--- src/design/smcr_consts.vh ---
`ifndef SMCR_CONSTS_VH
`define SMCR_CONSTS_VH
`define SMCR_A_COMMIT 8'h00
`define SMCR_A_CP 8'h09
`define SMCR_A_REF 8'h0a
`define SMCR_A_PLL 8'h0c
`define SMCR_A_LDB 8'h0d
`define SMCR_A_TXD 8'h0e
`define SMCR_A_LDA 8'h17
`define SMCR_A_ACAL 8'h18
`define SMCR_A_ATIM 8'h19
`define SMCR_A_LOMON 8'h1b
`define SMCR_A_DIV 8'h1c
`define SMCR_A_MOD 8'h1d
`define SMCR_A_ATT 8'h1e
`define SMCR_A_REV 8'h21
`define SMCR_RST_ZERO 8'h00
`define SMCR_REVISION 8'h01
`define SMCR_B_HALVE 6
`define SMCR_B_DOUBLE 5
`define SMCR_B_PLLPD 2
`define SMCR_B_LDCNT_HI 6
`define SMCR_B_LOGATE 7
`define SMCR_B_LDEN 4
`define SMCR_B_LDCNT_LO 3
`define SMCR_B_LDFINE 2
`define SMCR_B_ACALDIS 0
`define SMCR_B_VCORNG 4
`define SMCR_B_MONPU 2
`define SMCR_B_DIVPD 4
`define SMCR_B_MODPU 0
`define SMCR_B_SWOPEN 6
`define SMCR_RST_OFF 1'h0
`define SMCR_RST_ON 1'h1
`define SMCR_RST_CP 5'h00
`define SMCR_RST_RATIO 6'h20
`define SMCR_RST_LDCNT 2'h0
`define SMCR_RST_MONLVL 2'h0
`define SMCR_RST_RF_OUTPUT_DIV_SELECT 3'h0
`define SMCR_RST_ATT 6'h00
`define SMCR_F_CP_HI 7
`define SMCR_F_CP_LO 4
`define SMCR_F_RDIV_HI 4
`define SMCR_F_MONLVL_HI 1
`define SMCR_F_RF_OUTPUT_DIV_SELECT_HI 2
`define SMCR_F_ATT_HI 5
`endif

--- src/design/smcr_regs.v ---
`timescale 1ns/1ps
`default_nettype none
`include "smcr_consts.vh"
module smcr_regs (
  input wire clk, // 40 MHz clock
  input wire reset, // Async reset, active high
  input wire wr_en, // Register write strobe
  input wire rd_en, // Register read strobe
  input wire [7:0] addr, // Register address
  input wire [7:0] wdata, // Write data
  output reg [7:0] rdata, // Read data
  input wire transmit_disable_input, // Transmit disable pin
  input wire lo_clock_in, // Raw LO clock enable
  output wire lo_clock_run, // Gated LO clock enable
  output reg [4:0] cp_current_code, // Active charge pump code
  output reg ref_halve_en, // Halving divider selected
  output reg ref_double_en, // Doubler enabled
  output reg [5:0] ref_div_ratio, // Division ratio 1..32
  output reg pll_power_down, // PLL powered down
  output reg lock_detect_en, // Lock detector on
  output reg [1:0] lock_count_sel, // Lock count setting
  output reg lock_fine, // Fine lock window
  output reg autocal_en, // Autocalibration enabled
  output reg [7:0] autocal_time, // Autocal timer value
  output reg lo_monitor_on, // Monitor output on
  output reg [1:0] lo_monitor_level, // Monitor power code
  output reg vco_range, // VCO range select
  output reg rf_divider_pd, // RF divider off
  output reg [2:0] rf_output_div_select, // Active RF divide code
  output reg modulator_on, // Modulator powered
  output reg [5:0] atten_db, // Attenuation in dB
  output reg atten_switch_open, // Attenuator switch open
  output reg acquire_start // New acquisition pulse
);
  reg [7:0] reg_pll;
  reg [7:0] reg_ldb;
  reg [7:0] reg_txd;
  reg [7:0] reg_lda;
  reg [7:0] reg_acal;
  reg [7:0] reg_atim;
  reg [7:0] reg_lomon;
  reg [7:0] reg_div_hi;
  reg [7:0] reg_mod;
  reg [7:0] reg_att;
  reg commit_q;
  wire commit;
  wire [7:0] cp_shadow;
  wire [7:0] cp_active;
  wire [7:0] ref_shadow;
  wire [7:0] ref_active;
  wire [7:0] div_shadow;
  wire [7:0] div_active;
  wire load_cp;
  wire load_ref;
  wire load_div;
  wire wr_pll;
  wire wr_ldb;
  wire wr_txd;
  wire wr_lda;
  wire wr_acal;
  wire wr_atim;
  wire wr_lomon;
  wire wr_div;
  wire wr_mod;
  wire wr_att;
  reg [7:0] next_rdata;

  // Unlisted codes clamp to 31 dB; callers must not rely on it
  function [5:0] att_decode;
    input [5:0] code;
    begin
      if (!code[5])
        att_decode = {1'b0, code[4:0]};
      else if (code[4])
        att_decode = 6'h20 + {2'b00, code[3:0]};
      else
        att_decode = 6'h1f;
    end
  endfunction

  function [5:0] ref_decode;
    input [4:0] code;
    begin
      if (code == 5'h00)
        ref_decode = 6'h20;
      else
        ref_decode = {1'b0, code};
    end
  endfunction

  function wr_hit;
    input [7:0] a;
    input [7:0] target;
    begin
      wr_hit = (a == target);
    end
  endfunction

  assign commit = wr_en && wr_hit(addr, `SMCR_A_COMMIT);
  assign load_cp = wr_en && wr_hit(addr, `SMCR_A_CP);
  assign load_ref = wr_en && wr_hit(addr, `SMCR_A_REF);
  assign load_div = wr_en && wr_hit(addr, `SMCR_A_DIV);
  assign wr_pll = wr_en && wr_hit(addr, `SMCR_A_PLL);
  assign wr_ldb = wr_en && wr_hit(addr, `SMCR_A_LDB);
  assign wr_txd = wr_en && wr_hit(addr, `SMCR_A_TXD);
  assign wr_lda = wr_en && wr_hit(addr, `SMCR_A_LDA);
  assign wr_acal = wr_en && wr_hit(addr, `SMCR_A_ACAL);
  assign wr_atim = wr_en && wr_hit(addr, `SMCR_A_ATIM);
  assign wr_lomon = wr_en && wr_hit(addr, `SMCR_A_LOMON);
  assign wr_div = wr_en && wr_hit(addr, `SMCR_A_DIV);
  assign wr_mod = wr_en && wr_hit(addr, `SMCR_A_MOD);
  assign wr_att = wr_en && wr_hit(addr, `SMCR_A_ATT);

  smcr_shadow u_cp (
    .clk(clk),
    .reset(reset),
    .load(load_cp),
    .commit(commit),
    .wdata(wdata),
    .shadow(cp_shadow),
    .active(cp_active)
  );

  smcr_shadow u_ref (
    .clk(clk),
    .reset(reset),
    .load(load_ref),
    .commit(commit),
    .wdata(wdata),
    .shadow(ref_shadow),
    .active(ref_active)
  );

  // Only the divide-select field is double-buffered
  smcr_shadow u_div (
    .clk(clk),
    .reset(reset),
    .load(load_div),
    .commit(commit),
    .wdata(wdata),
    .shadow(div_shadow),
    .active(div_active)
  );

  // Revision and unmapped addresses have no write decode at all
  always @(posedge clk or posedge reset) begin
    if (reset) begin
      commit_q <= `SMCR_RST_OFF;
    end else begin
      commit_q <= commit;
    end
  end

  always @(posedge clk or posedge reset) begin
    if (reset) begin
      reg_pll <= `SMCR_RST_ZERO;
    end else if (wr_pll) begin
      reg_pll <= wdata;
    end
  end

  always @(posedge clk or posedge reset) begin
    if (reset) begin
      reg_ldb <= `SMCR_RST_ZERO;
    end else if (wr_ldb) begin
      reg_ldb <= wdata;
    end
  end

  always @(posedge clk or posedge reset) begin
    if (reset) begin
      reg_txd <= `SMCR_RST_ZERO;
    end else if (wr_txd) begin
      reg_txd <= wdata;
    end
  end

  always @(posedge clk or posedge reset) begin
    if (reset) begin
      reg_lda <= `SMCR_RST_ZERO;
    end else if (wr_lda) begin
      reg_lda <= wdata;
    end
  end

  always @(posedge clk or posedge reset) begin
    if (reset) begin
      reg_acal <= `SMCR_RST_ZERO;
    end else if (wr_acal) begin
      reg_acal <= wdata;
    end
  end

  always @(posedge clk or posedge reset) begin
    if (reset) begin
      reg_atim <= `SMCR_RST_ZERO;
    end else if (wr_atim) begin
      reg_atim <= wdata;
    end
  end

  always @(posedge clk or posedge reset) begin
    if (reset) begin
      reg_lomon <= `SMCR_RST_ZERO;
    end else if (wr_lomon) begin
      reg_lomon <= wdata;
    end
  end

  always @(posedge clk or posedge reset) begin
    if (reset) begin
      reg_div_hi <= `SMCR_RST_ZERO;
    end else if (wr_div) begin
      reg_div_hi <= wdata;
    end
  end

  always @(posedge clk or posedge reset) begin
    if (reset) begin
      reg_mod <= `SMCR_RST_ZERO;
    end else if (wr_mod) begin
      reg_mod <= wdata;
    end
  end

  always @(posedge clk or posedge reset) begin
    if (reset) begin
      reg_att <= `SMCR_RST_ZERO;
    end else if (wr_att) begin
      reg_att <= wdata;
    end
  end

  // Decoded settings registered so downstream sees clean levels
  always @(posedge clk or posedge reset) begin
    if (reset) begin
      cp_current_code <= `SMCR_RST_CP;
      ref_halve_en <= `SMCR_RST_OFF;
      ref_double_en <= `SMCR_RST_OFF;
      ref_div_ratio <= `SMCR_RST_RATIO;
    end else begin
      cp_current_code <= {1'b0, cp_active[`SMCR_F_CP_HI:`SMCR_F_CP_LO]};
      ref_halve_en <= ref_active[`SMCR_B_HALVE];
      ref_double_en <= ref_active[`SMCR_B_DOUBLE];
      ref_div_ratio <= ref_decode(ref_active[`SMCR_F_RDIV_HI:0]);
    end
  end

  // PLL power and lock detector act on plain registers
  always @(posedge clk or posedge reset) begin
    if (reset) begin
      pll_power_down <= `SMCR_RST_OFF;
      lock_detect_en <= `SMCR_RST_OFF;
      lock_count_sel <= `SMCR_RST_LDCNT;
      lock_fine <= `SMCR_RST_OFF;
    end else begin
      pll_power_down <= reg_pll[`SMCR_B_PLLPD];
      lock_detect_en <= reg_lda[`SMCR_B_LDEN];
      lock_count_sel <= {reg_ldb[`SMCR_B_LDCNT_HI], reg_lda[`SMCR_B_LDCNT_LO]};
      lock_fine <= reg_lda[`SMCR_B_LDFINE];
    end
  end

  // Autocalibration runs unless software disables it
  always @(posedge clk or posedge reset) begin
    if (reset) begin
      autocal_en <= `SMCR_RST_ON;
      autocal_time <= `SMCR_RST_ZERO;
    end else begin
      autocal_en <= ~reg_acal[`SMCR_B_ACALDIS];
      autocal_time <= reg_atim;
    end
  end

  // Range bit is only stored; software picks it per LO band
  always @(posedge clk or posedge reset) begin
    if (reset) begin
      lo_monitor_on <= `SMCR_RST_OFF;
      lo_monitor_level <= `SMCR_RST_MONLVL;
      vco_range <= `SMCR_RST_OFF;
    end else begin
      lo_monitor_on <= reg_lomon[`SMCR_B_MONPU];
      lo_monitor_level <= reg_lomon[`SMCR_F_MONLVL_HI:0];
      vco_range <= reg_lomon[`SMCR_B_VCORNG];
    end
  end

  // Divider power acts at once, divide code only after commit
  always @(posedge clk or posedge reset) begin
    if (reset) begin
      rf_divider_pd <= `SMCR_RST_OFF;
      rf_output_div_select <= `SMCR_RST_RF_OUTPUT_DIV_SELECT;
      modulator_on <= `SMCR_RST_OFF;
    end else begin
      rf_divider_pd <= reg_div_hi[`SMCR_B_DIVPD];
      rf_output_div_select <= div_active[`SMCR_F_RF_OUTPUT_DIV_SELECT_HI:0];
      modulator_on <= reg_mod[`SMCR_B_MODPU];
    end
  end

  // Attenuation in whole dB, switch state passed straight on
  always @(posedge clk or posedge reset) begin
    if (reset) begin
      atten_db <= `SMCR_RST_ATT;
      atten_switch_open <= `SMCR_RST_OFF;
    end else begin
      atten_db <= att_decode(reg_att[`SMCR_F_ATT_HI:0]);
      atten_switch_open <= reg_att[`SMCR_B_SWOPEN];
    end
  end

  // Pulse trails the commit so the active copies have settled
  always @(posedge clk or posedge reset) begin
    if (reset) begin
      acquire_start <= `SMCR_RST_OFF;
    end else begin
      acquire_start <= commit_q;
    end
  end

  // Pin is combinational so the gate follows without delay
  assign lo_clock_run = lo_clock_in & ~(reg_txd[`SMCR_B_LOGATE] & transmit_disable_input);

  // Reads show staged shadow values, as software wrote them
  always @* begin
    next_rdata = rdata;
    if (rd_en) begin
      case (addr)
        `SMCR_A_CP: next_rdata = cp_shadow;
        `SMCR_A_REF: next_rdata = ref_shadow;
        `SMCR_A_PLL: next_rdata = reg_pll;
        `SMCR_A_LDB: next_rdata = reg_ldb;
        `SMCR_A_TXD: next_rdata = reg_txd;
        `SMCR_A_LDA: next_rdata = reg_lda;
        `SMCR_A_ACAL: next_rdata = reg_acal;
        `SMCR_A_ATIM: next_rdata = reg_atim;
        `SMCR_A_LOMON: next_rdata = reg_lomon;
        `SMCR_A_DIV: next_rdata = {reg_div_hi[7:3], div_shadow[2:0]};
        `SMCR_A_MOD: next_rdata = reg_mod;
        `SMCR_A_ATT: next_rdata = reg_att;
        `SMCR_A_REV: next_rdata = `SMCR_REVISION;
        default: next_rdata = 8'h00;
      endcase
    end
  end

  always @(posedge clk or posedge reset) begin
    if (reset) begin
      rdata <= `SMCR_RST_ZERO;
    end else begin
      rdata <= next_rdata;
    end
  end
endmodule
`default_nettype wire

--- src/design/smcr_shadow.v ---
`timescale 1ns/1ps
`default_nettype none
`include "smcr_consts.vh"
module smcr_shadow (
  input wire clk, // System clock
  input wire reset, // Async reset
  input wire load, // Shadow write strobe
  input wire commit, // Commit pulse
  input wire [7:0] wdata, // Write data
  output reg [7:0] shadow, // Staged value
  output reg [7:0] active // Applied value
);
  always @(posedge clk or posedge reset) begin
    if (reset) begin
      shadow <= `SMCR_RST_ZERO;
      active <= `SMCR_RST_ZERO;
    end else begin
      if (load)
        shadow <= wdata;
      if (commit)
        active <= shadow;
    end
  end
endmodule
`default_nettype wire

--- config.mk ---
export PLATFORM = sky130hd
export DESIGN_NAME = smcr_regs
export DESIGN_NICKNAME = d
export VERILOG_FILES = /design/src/design/smcr_regs.v /design/src/design/smcr_shadow.v
export VERILOG_INCLUDE_DIRS = /design/src /design/src/design
export SDC_FILE = /design/constraint.sdc
export NUM_CORES = 1
export LEC_CHECK = 0
export BUFFER_PORTS_ARGS = -buffer_cell sky130_fd_sc_hd__buf_2
export CELL_PAD_IN_SITES_DETAIL_PLACEMENT = 0
export CELL_PAD_IN_SITES_GLOBAL_PLACEMENT = 1
export CORE_MARGIN = 2
export CORE_UTILIZATION = 47
export CTS_CLUSTER_SIZE = 16
export DETAILED_ROUTE_END_ITERATION = 8
export PLACE_DENSITY_LB_ADDON = 0.1
export SYNTH_ARGS = -nofsm -noshare
export SYNTH_HDL_FRONTEND = slang
export SYNTH_SLANG_ARGS = --single-unit
--- constraint.sdc ---
create_clock -name clk -period 5.15 [get_ports clk]
set_clock_uncertainty 0.05 [all_clocks]
set_input_delay 0 -clock clk [delete_from_list [all_inputs] [get_ports clk]]
set_output_delay 0 -clock clk [all_outputs]
set_load 0.05 [all_outputs]
; Word level (Yosys, flattened, before mapping)
; Cells that the tools add are included.
[totals]
reg_bits = 166
in_bits = 22
out_inout_bits = 53
wordCells = 73
[op_classes]
add_sub_neg = 1
n_eq_ne = 13
muxes = 4
n_bitwise = 4
n_reduce_logical = 15
[ops]
columns = op, count
row1 = one-hot mux 8 bit (13 select lines), 1
row2 = equality test 8 x 5 -> 1 bit (second input constant), 7
row3 = equality test 8 x 4 -> 1 bit (second input constant), 5
row4 = two-way mux 6 bit, 3
row5 = logical AND 1 bit, 13
row6 = equality test 8 x 6 -> 1 bit (second input constant), 1
row7 = zero test 8 bit, 1
row8 = adder 6 x 4 -> 6 bit (first input constant), 1
row9 = zero test 5 bit, 1
row10 = AND 1 bit, 2
row11 = NOT 1 bit, 2

; Logic depth before layout (Yosys ltp)
; Gate-level depths: netlist (run 1).
[depth]
word_depth = 3
ltp_mapped = 8
ltp_nobuf = 5

; Modules after synthesis
; From an unflattened synthesis (run 1), not the netlist that was laid out.
[hier_totals]
cells_unflattened = 545
hier_area_um2 = 7659.8
[by_module_without_submodules]
columns = mod, instances, cells_each, area_per_inst_um2, seq_area_each_um2
row1 = smcr_regs, 1, 440, 5659.2, 3230.6
row2 = smcr_shadow, 3, 35, 666.9, 400.4

; Least setup slack after synthesis (run 1)
; OpenSTA, ideal clock, no wires.
[synth_path]
path_type = input to register
start = in addr[5]
end = reg reg_div_hi[0]
setup_ns = 0.125
arrival_ns = 1.377
required_time_ns = 4.975
slack_ns = 3.598
path_stages = 6
n_path_buf = 2
cell_sequence = nor4b_4 and2_0 clkbuf_2 and3_1 buf_6 mux2_2
[synth_between]
elab_chain_len = 2
[synth_rtl]
columns = element, line
row1 = "start, declared", smcr_regs.v:9  ; input wire [7:0] addr,
row2 = equality test 8 x 5 -> 1 bit, smcr_regs.v:95  ; wr_hit = (a == target);
row3 = logical AND 1 bit, smcr_regs.v:110  ; assign wr_div = wr_en && wr_hit(addr, `SMCR_A_DIV);
row4 = "end signal, assigned", smcr_regs.v:212  ; reg_div_hi <= `SMCR_RST_ZERO;
row5 = "end signal, assigned", smcr_regs.v:214  ; reg_div_hi <= wdata;
row6 = "end, declared", smcr_regs.v:42  ; reg [7:0] reg_div_hi;
; No other way between the ends.
; A chain may end at the register's enable or synchronous reset.

; Final worst setup path (run 1)
[layout_path]
start = in addr[1]
end = reg rdata[4]
[layout_between]
elab_chain_len = 2
elab_cells_between_ends = 14
classes_between = 13 x eq/ne / 1 x mux
[layout_rtl]
columns = element, line
row1 = equality test 8 x 6 -> 1 bit (tied with other cells), smcr_regs.v:328  ; case (addr)
row2 = one-hot mux 8 bit (13 select lines) *, smcr_regs.v:328
row3 = "end signal, assigned", smcr_regs.v:349  ; rdata <= `SMCR_RST_ZERO;
row4 = "end signal, assigned", smcr_regs.v:351  ; rdata <= next_rdata;
row5 = "end, declared", smcr_regs.v:11  ; output reg [7:0] rdata,
; Mark *: on every way between the ends. The rest lies on a longest branch, timed or not.

==> impl_results.md, run 1 <==
* Critical path type: in2reg
* Vert. Die Dim at 124 um
* Die W at 124 um
* I/O Buffers at 73
* Initial antenna violation count at 0
* Initial core utilization at 48.5%
* Final Max Tran Viols at 0
* Max Cap Viol at 0
* TritonCTS Sinks at 162
* H-Tree Level Count at 4
* Synth Area per Inst at 12.8 um2
* Switch share at 23.7%
* Run status: complete, no violations
* Yosys warnings at 0
* Flop pwr share at 46.6%
* Crit path capture type: register
* Net Switching at 0.000686 W
* DR iter-0 viols at 370
* Count of state elements after synthesis at 162
* Pint at 0.00221 W
* Clk buf depth at 2
* Final TNS setup at 0 ps
* Final Hold Viols at 0
* Core box area at 0.0140 mm2
* Clock transition at the registers of the reported paths at 60 ps
* EDFF count, synth at 0
* Top post-synthesis cells by area: dfrtp_1 (59%), mux2_2 (17%), nand2_1 (3.7%)
* P&R area growth vs syn at 17.4%
* Hold crit path type: in2reg
* Post-Syn Nets at 553
* Post-DP Area at 0.00725 mm2
* Post-CTS Setup Inserts at 0
* Synthesized area at 0.00679 mm2
* Async set or reset register ratio after synthesis at 100%
* Gate count of the mapped netlist at 530
* Cts bufs inserted at 17
* Total number of vias at 4,496
* Share of cells above drive strength 1 at 38.0%
* Gr usage total at 23.1%
* PD cells at 364 mW/mm2
* Row cnt at 43
* Dpl hpwl at 11,000 um
* Filler cells at 1,198
* Final net count at 621
* Final period util at 37.4%
* Ant diodes at 0
* Clk_lat worst skew at 430 ps
* Combinational share of power at 7.3%
* Synth top area share at 59.0%
* Worst Path Max Fanout at 32
* Crit path time final at 1930 ps
* Cell chosen for the clock root: clkbuf_16
* Crit start category: input pin
* Relative slew slack at 32.0%
* Clock power frac at 46.1%
* Routed vias/inst at 5.68
* First-pass GRT wire length at 25,900 um
* Endpoints failing setup at 0
* Final ANT Viol Nets at 0
* Top-count cell post-synth: dfrtp_1
* Worst Max-Slew Pin Slew at 1020 ps
* DRC violations left at 0
* CTS tree: yes
* Routed wire length at 16,600 um
* Mean routed wirelength per cell at 21.0 um
* # IOs at 75
* RD Place Congestion at 0.842
* Vias in the first global route at 4,597
* Main synth FF type: dfrtp_1
* Die area at 0.0154 mm2
* Static leakage at 3.96 nW
* Cell taking the most area after synthesis: dfrtp_1
* Critical Path RT at 5380 ps
* Post-route cell area at 0.00797 mm2
* F_max at 0.519 GHz
* Largest net degree at the start of global routing at 111
* Seq/Total Area, Yosys at 59.7%
* WP data arrival at 2160 ps
* Unrepaired setup endpoints after global routing: false
* Count of different cell masters after synthesis at 61
* Max VDD drop at 0.000182 V
* First-pass DRT Iterations at 4
* GRT overflow at 0
* Top cells by count, synth: dfrtp_1 (160), mux2_2 (101), nand2_1 (67)
## cells by family (layout without fill, tap and decap cells)
family | count (synthesis) | count (layout) | synth area share, %
AND/OR/NAND/NOR | 150 | 150 | 11.9
multiplexers | 113 | 113 | 18.5
AO/OA/AOI/OAI | 60 | 60 | 6.84
flip-flops | 162 | 162 | 59.7
adder cells (fa/ha/maj) | 1 | 1 | 0.184
buffers and inverters | 43 | 124 | 2.78
other | 1 | 1 | 0.0552
## power groups by stage
| stage | logic [W] | registers (W) | clock network (W) |
|---|---|---|---|
| 3_5_place_dp | 0.000209 | 0.00137 | 0 |
| 5_1_grt | 0.000229 | 0.00136 | 0.00141 |
| 6_report | 0.000212 | 0.00135 | 0.00133 |
| 3_3_place_gp | 0.000206 | 0.00137 | 0 |
| 2_1_floorplan | 0.000106 | 0.00141 | 0 |
| 4_1_cts | 0.000214 | 0.00135 | 0.00136 |
## layout make-up
class	count	area (um2)	share of cell area, %
multi-input cells	325	2540	31.9
well taps	180	225	2.83
repair buffers	87	493	6.19
clock inverters	13	184	2.31
inverters	5	23.8	0.298
clock buffers	19	443	5.56
flip-flops and latches	162	4060	50.9
## metrics by stage
step	utilization, %	hold slack, ps	total power (W)	cells	worst slack (ps)
floorplan	-	102	0.00152	530	727
global route	57.0	23.4	0.00300	791	3130
finish	57.0	24.6	0.00290	791	3220
detailed placement	51.8	261	0.00158	750	2880
global placement	51.8	258	0.00158	750	2860
CTS	57.0	27.4	0.00292	791	3290
## final timing paths
| kind | to | depth (start not counted) | slack [ps] | start |
|---|---|---|---|---|
| hold / removal | reg_mod[4] | 2 | 20 | wdata[4] |
| setup reg to reg | rdata[5] | 5 | 3550 | u_ref.shadow[5] |
| setup / recovery | rdata[4] | 7 | 3220 | addr[1] |
| hold reg to reg | acquire_start | 0 | 300 | commit_q |
| min in group asynchronous | reg_atim[0] | 3 | 280 | reset |
| max in group asynchronous | ref_double_en | 4 | 3460 | reset |
## timing repair
action	in CTS	in global routing
endpoints found under the hold margin	190	0
hold buffers	9	0
setup endpoints to repair	0	0
gates resized for setup	0	0
## worst max-delay path, stage by stage
cell,delay (ps)
buf_2,520
nor2b_1,130
buf_4,240
nand4_1,180
o21ai_0,130
o31ai_2,760
o2bb2ai_1,160
## cells in the final DEF (no fill, tap or decap), types with 3 or more instances in the layout
cell and count:
a21oi_1 3, a221oi_1 3, a22oi_1 9, a31oi_1 5
a32oi_1 9, and2_0 3, and3_1 3, buf_2 73
buf_4 5, bufinv_16 4, clkbuf_16 17, clkinv_2 3
clkinvlp_4 3, dfrtp_1 160, dlygate4sd3_1 9, inv_1 4
mux2_2 101, mux2i_1 12, nand2_1 67, nand2_2 3
nand2b_1 7, nand3_1 7, nand4_1 6, nor2_1 9
nor2_2 7, nor2b_1 7, nor3_1 9, nor3b_1 3
o21ai_0 5, o22ai_1 5, o2bb2ai_1 4
## routing by layer
layer	part of all wire (%)	wire, um	GRT usage (%)	up-vias
met5	0	0	0	-
met4	1.9	310	8.85	0
met3	5.2	868	4.35	28
met2	47	7880	36.5	121
met1	46	7590	31.8	2316
li1	-	-	-	2031
(Power assumes the default switching activity.)
==> inputs of run 2 (changes only) <==
--- a/config.mk
+++ b/config.mk
@@ -10,7 +10,7 @@
 export CELL_PAD_IN_SITES_DETAIL_PLACEMENT = 0
 export CELL_PAD_IN_SITES_GLOBAL_PLACEMENT = 1
 export CORE_MARGIN = 2
-export CORE_UTILIZATION = 47
+export CORE_UTILIZATION = 43
 export CTS_CLUSTER_SIZE = 16
 export DETAILED_ROUTE_END_ITERATION = 8
 export PLACE_DENSITY_LB_ADDON = 0.1
==> constraint.sdc (replaced) <==
create_clock -name clk -period 1.57 [get_ports clk]
set_clock_uncertainty 0.05 [all_clocks]
set_input_delay 0 -clock clk [delete_from_list [all_inputs] [get_ports clk]]
set_output_delay 0 -clock clk [all_outputs]
set_load 0.05 [all_outputs]
==> run 2 against run 1 <==
Worst setup slack got worse by 3200 ps; sequential cell count unchanged; total power increased to 3.2 times the previous value; highest routed layer unchanged; clock power rose to 3.0 times the previous value; via count up 5.4%; final cell count increased by 14%; worst hold slack better by 95 ps; first-iteration DRC count decreased by 21%; non-clock buffer count is 77 higher; sequential power grew to 3.3 times the previous value; die area increased by 9.0%.
==> impl_results.md, run 2 (synthesized netlist as in run 1, its figures left out) <==
* Run status: complete, no violations
* First-pass GRT wire length at 28,100 um (+8.5%)
* Cts bufs inserted at 17 (unchanged)
* GRT overflow at 0 (unchanged)
* DR iter-0 viols at 293 (-21%)
* Vert. Die Dim at 130 um (+4.4%)
* WP data arrival at 1760 ps (-400 ps)
* Cell chosen for the clock root: clkbuf_16
* Routed wire length at 17,800 um (+6.7%)
* Clk_lat worst skew at 420 ps (about the same)
* Post-route cell area at 0.00860 mm2 (+8.0%)
* Max VDD drop at 0.000776 V (+330%)
* Most frequent cells in the layout: dfrtp_1 (160), mux2_2 (101), buf_4 (75)
* Worst Max-Slew Pin Slew at 525 ps (-496 ps)
* Total number of vias at 4,738 (+5.4%)
* Final Max Tran Viols at 0 (unchanged)
* Row cnt at 45 (+4.7%)
* Share of cells above drive strength 1 at 44.8% (+6.8 points)
* Post-CTS Setup Inserts at 0 (unchanged)
* Final ANT Viol Nets at 0 (unchanged)
* Total power at 0.00919 W (+220%)
* Layout Utilization at 56.2% (-0.78 points)
* Largest net degree at the start of global routing at 53 (-52%)
* DRC violations left at 0 (unchanged)
* Core box area at 0.0153 mm2 (+9.5%)
* Initial antenna violation count at 0 (unchanged)
* Clk buf depth at 2 (unchanged)
* Critical Path RT at 1810 ps (-3570 ps)
* Final period util at 96.8%
* CTS tree: yes
* Max Cap Viol at 0 (unchanged)
* H-Tree Level Count at 4 (unchanged)
* First-pass DRT Iterations at 5 (+1)
* Clock transition at the registers of the reported paths at 60 ps (about the same)
* Gr usage total at 22.6% (-0.48 points)
* Static leakage at 4.34 nW (+9.6%)
* RD Place Congestion at 0.875 (+3.8%)
* Vias in the first global route at 5,076 (+10%)
* TritonCTS Sinks at 162 (unchanged)
* # IOs at 75 (unchanged)
* Die area at 0.0168 mm2 (+9.0%)
* Final net count at 698 (+12%)
* Ant diodes at 0 (unchanged)
* Filler cells at 1,361 (+14%)
* Endpoints failing setup at 0 (unchanged)
* Critical path type: reg2reg
* P&R area growth vs syn at 26.7%
* Unrepaired setup endpoints after global routing: false
* Mean routed wirelength per cell at 19.7 um (-6.2%)
* I/O Buffers at 73 (unchanged)
* Leading cell type in the layout, fill and taps excluded: dfrtp_1
* Place WS at -244 ps (-3120 ps)
* Crit path capture type: register
* Die W at 130 um (+4.4%)
* Initial core utilization at 44.3% (-4.2 points)
* Crit path time final at 1520 ps
* Worst Path Max Fanout at 2 (-94%)
* Routed vias/inst at 5.27 (-7.3%)
* Final Hold Viols at 0 (unchanged)
* F_max at 0.658 GHz
* Dpl hpwl at 12,900 um (+17%)
* PD cells at 1070 mW/mm2 (+190%)
* Post-DP Area at 0.00794 mm2 (+9.4%)
* Setup WS post-layout at 50.5 ps (-3170 ps)
* Crit start category: register
* Relative slew slack at 64.9% (+33 points)
* Hold crit path type: in2async
[run 2: layer usage]
| layer | vias to the layer above | part of all wire, % | track usage, % | wire length [um] |
|---|---|---|---|---|
| met1 | 2418 | 47 | 30.3 | 8280 |
| met2 | 116 | 48 | 37.0 | 8580 |
| met4 | 0 | 1.8 | 8.79 | 322 |
| met5 | - | 0 | 0 | 0 |
| li1 | 2182 | - | - | - |
| met3 | 22 | 3.2 | 3.92 | 569 |
[run 2: critical path: stages (launching register included)]
cell	delay (ps)
dfrtp_1	400
mux2_2	280
a22oi_2	200
nor2_1	60
a221oi_1	250
a32oi_1	150
[run 2: area by class of cell]
type                       count  area [um2]  share of cell area, %
clock buffer                  21         460                   5.35
clock inverter                11         104                   1.21
inverter                       5        22.5                  0.262
multi-input combinational    325        2550                   29.6
sequential                   162        4060                   47.1
tap                          211         264                   3.07
timing repair buffer         164        1150                   13.3
[run 2: path summary, 6_finish.rpt]
path | start | end | slack (ps) | depth (start not counted)
worst max-delay path | u_ref.shadow[5] | rdata[5] | 50 | 5
worst min-delay path | reset | autocal_time[0] | 120 | 3
worst max register to register | u_ref.shadow[5] | rdata[5] | 50 | 5
worst min register to register | commit_q | acquire_start | 300 | 0
max in group asynchronous | reset | ref_div_ratio[5] | 710 | 4
min in group clk | addr[3] | rdata[3] | 140 | 6
[run 2: what timing repair did]
item / 4_1_cts / 5_1_grt
resized for setup: 0 / 1
endpoints found under the setup margin: 0 / 1
hold buffers: 10 / 0
hold endpoints to repair: 197 / 0
[run 2: report_power, final]
group	leakage (nW)	switching (W)	internal (W)
registers	2.23	0.0000935	0.00434
clock network	0.274	0.00168	0.00227
logic	1.84	0.000503	0.000297
total	4.34	0.00228	0.00691
[run 2: through the flow]
step	TNS, ps	std cells	hold slack [ps]
2_1_floorplan	-85700	530	102
3_3_place_gp	-5190	857	13.1
3_5_place_dp	-7470	857	25.7
4_1_cts	0	899	127
5_1_grt	0	899	145
6_report	0	899	120
==> inputs of run 3 (changes only) <==
--- a/config.mk
+++ b/config.mk
@@ -7,13 +7,14 @@
 export NUM_CORES = 1
 export LEC_CHECK = 0
 export BUFFER_PORTS_ARGS = -buffer_cell sky130_fd_sc_hd__buf_2
+export CAP_MARGIN = 20
 export CELL_PAD_IN_SITES_DETAIL_PLACEMENT = 0
 export CELL_PAD_IN_SITES_GLOBAL_PLACEMENT = 1
 export CORE_MARGIN = 2
 export CORE_UTILIZATION = 43
 export CTS_CLUSTER_SIZE = 16
 export DETAILED_ROUTE_END_ITERATION = 8
-export PLACE_DENSITY_LB_ADDON = 0.1
+export PLACE_DENSITY = 0.75
 export SYNTH_ARGS = -nofsm -noshare
 export SYNTH_HDL_FRONTEND = slang
 export SYNTH_SLANG_ARGS = --single-unit
==> run 3 against run 2 <==
Critical path depth did not move; sequential share of layout area grew 0.19 points; register-to-register slack gained 40 ps; critical endpoint unchanged; sequential cell count did not move.
==> impl_results.md, run 3 (synthesized netlist as in run 1, its figures left out) <==
* PD cells at 1100 mW/mm2 (+2.9%)
* Run status: complete, no violations
* Most frequent cells in the layout: dfrtp_1 (160), mux2_2 (101), buf_4 (74)
* Final period util at 94.1% (-2.7 points)
* Crit-path max cell delay at 400 ps (about the same)
* Routed vias/inst at 5.37 (+1.8%)
* Hold Crit Depth at 2
* R2R depth at 5 (unchanged)
* Hold_ws at 6.93 ps (-113 ps)
* Critical path type: reg2reg
* CTS tree: yes
* Crit path time final at 1480 ps (-41.7 ps)
* Clock transition at the registers of the reported paths at 60 ps (about the same)
* Worst Path Max Fanout at 3 (+1)
* Critical Path RT at 1820 ps (about the same)
* Max Cap Viol at 0 (unchanged)
* Post-route cell area at 0.00857 mm2 (-0.41%)
* Die W at 130 um (unchanged)
* Post-CTS sizing at 0 (unchanged)
* Mean routed wirelength per cell at 19.5 um (-1.0%)
* Unrepaired setup endpoints after global routing: false
* Vias in the first global route at 5,001 (-1.5%)
* Ant diodes at 0 (unchanged)
* Row cnt at 45 (unchanged)
* Dpl hpwl at 12,600 um (-2.3%)
* GRT overflow at 0 (unchanged)
* Leading cell type in the layout, fill and taps excluded: dfrtp_1
* I/O Buffers at 73 (unchanged)
* DRC violations left at 0 (unchanged)
* Final Max Tran Viols at 0 (unchanged)
* Die area at 0.0168 mm2 (unchanged)
* Levels on crit path at 5 (unchanged)
* # IOs at 75 (unchanged)
* Core box area at 0.0153 mm2 (unchanged)
* First-pass GRT wire length at 27,700 um (-1.5%)
* Post-DP Area at 0.00789 mm2 (-0.60%)
* Static leakage at 4.33 nW (-0.33%)
* Clk buf depth at 2 (unchanged)
* Crit path capture type: register
* Routed wire length at 17,500 um (-1.6%)
* Largest net degree at the start of global routing at 63 (+19%)
* CP cell instances: mux2_2 > a22oi_1 > nor2_1 > a221oi_1 > a32oi_1
* Endpoints failing setup at 0 (unchanged)
* Final Hold Viols at 0 (unchanged)
* Final TNS setup at 0 ps (unchanged)
* Share of cells above drive strength 1 at 44.7% (-0.11 points)
* Final ANT Viol Nets at 0 (unchanged)
* Hold crit path type: in2reg
* Final net count at 693 (-0.72%)
* Slowest cell on crit path: dfrtp_1
* First-pass DRT Iterations at 5 (unchanged)
* P&R area growth vs syn at 26.2%
* Initial core utilization at 44.3% (unchanged)
* Clk_lat worst skew at 430 ps (about the same)
* Max VDD drop at 0.000740 V (-4.6%)
* Gr usage total at 22.1% (-0.49 points)
* Delay-heaviest family, CP: compound AO/OA/AOI/OAI gates
* H-Tree Level Count at 4 (unchanged)
* Vert. Die Dim at 130 um (unchanged)
* Cts bufs inserted at 17 (unchanged)
* Total number of vias at 4,798 (+1.3%)
* WP data arrival at 1730 ps (-30 ps)
* Crit start category: register
* DR iter-0 viols at 429 (+46%)
* RD Place Congestion at 0.915 (+4.6%)
* Initial antenna violation count at 0 (unchanged)
* F_max at 0.677 GHz (+2.8%)
* Cell chosen for the clock root: clkbuf_16
* FF-to-FF setup slack at 90 ps (+40 ps)
* TritonCTS Sinks at 162 (unchanged)
* Worst path buffer plus inverter count at 0 (unchanged)
[run 3: changes by cell type in the layout (fill, tap and decap cells not counted), sizes merged]
cell	previous run	this run
buf	154	151
bufinv	1	3
clkbuf	21	19
clkinvlp	3	4
dlygate4sd3	10	8
inv	6	5
[run 3: metal layers]
| layer | routed length (um) | global-route usage [%] | share of wire, % | up-vias |
|---|---|---|---|---|
| li1 | - | - | - | 2177 |
| met1 | 7950 | 30.4 | 46 | 2421 |
| met2 | 8060 | 33.9 | 46 | 166 |
| met3 | 992 | 5.45 | 5.7 | 34 |
| met4 | 469 | 9.17 | 2.7 | 0 |
| met5 | 0 | 0 | 0 | - |
[run 3: final timing paths]
path | endpoint | from
max | rdata[5] | u_ref.shadow[5]
min | reg_div_hi[1] | wdata[1]
max reg2reg | rdata[5] | u_ref.shadow[5]
min reg2reg | acquire_start | commit_q
max in group asynchronous | ref_div_ratio[5] | reset
min in group asynchronous | u_ref.shadow[3] | reset
[run 3: area by class of cell]
class,instances,area (um2)
Timing Repair Buffer,159,1080
Clock inverter,13,159
Clock buffer,19,443
Tap cell,211,264
Inverter,5,22.5
Multi-Input combinational cell,325,2540
Fill cell,1317,6750
Sequential cell,162,4060
[run 3: per-stage QoR]
step / util (%) / cells / power [W] / setup WS (ps)
6_report: 56.0 / 894 / 0.00942 / 92.2
5_1_grt: 56.0 / 894 / 0.00978 / 35.4
4_1_cts: 56.0 / 894 / 0.00949 / 77.6
3_5_place_dp: 51.5 / 854 / 0.00528 / -177
3_3_place_gp: 51.5 / 854 / 0.00526 / -150
2_1_floorplan: - / 530 / 0.00497 / -535
[run 3: where the power goes]
part | total [W] | switching [W] | internal, W
Clock | 0.00420 | 0.00166 | 0.00254
Combinational | 0.000783 | 0.000502 | 0.000281
Sequential | 0.00443 | 0.0000936 | 0.00434
Total | 0.00942 | 0.00226 | 0.00716
[run 3: timing repair]
| item | 4_1_cts | 5_1_grt |
|---|---|---|
| setup buffers | 0 | 0 |
| hold buffers | 8 | 0 |
| endpoints found under the hold margin | 230 | 0 |
| endpoints found under the setup margin | 0 | 0 |
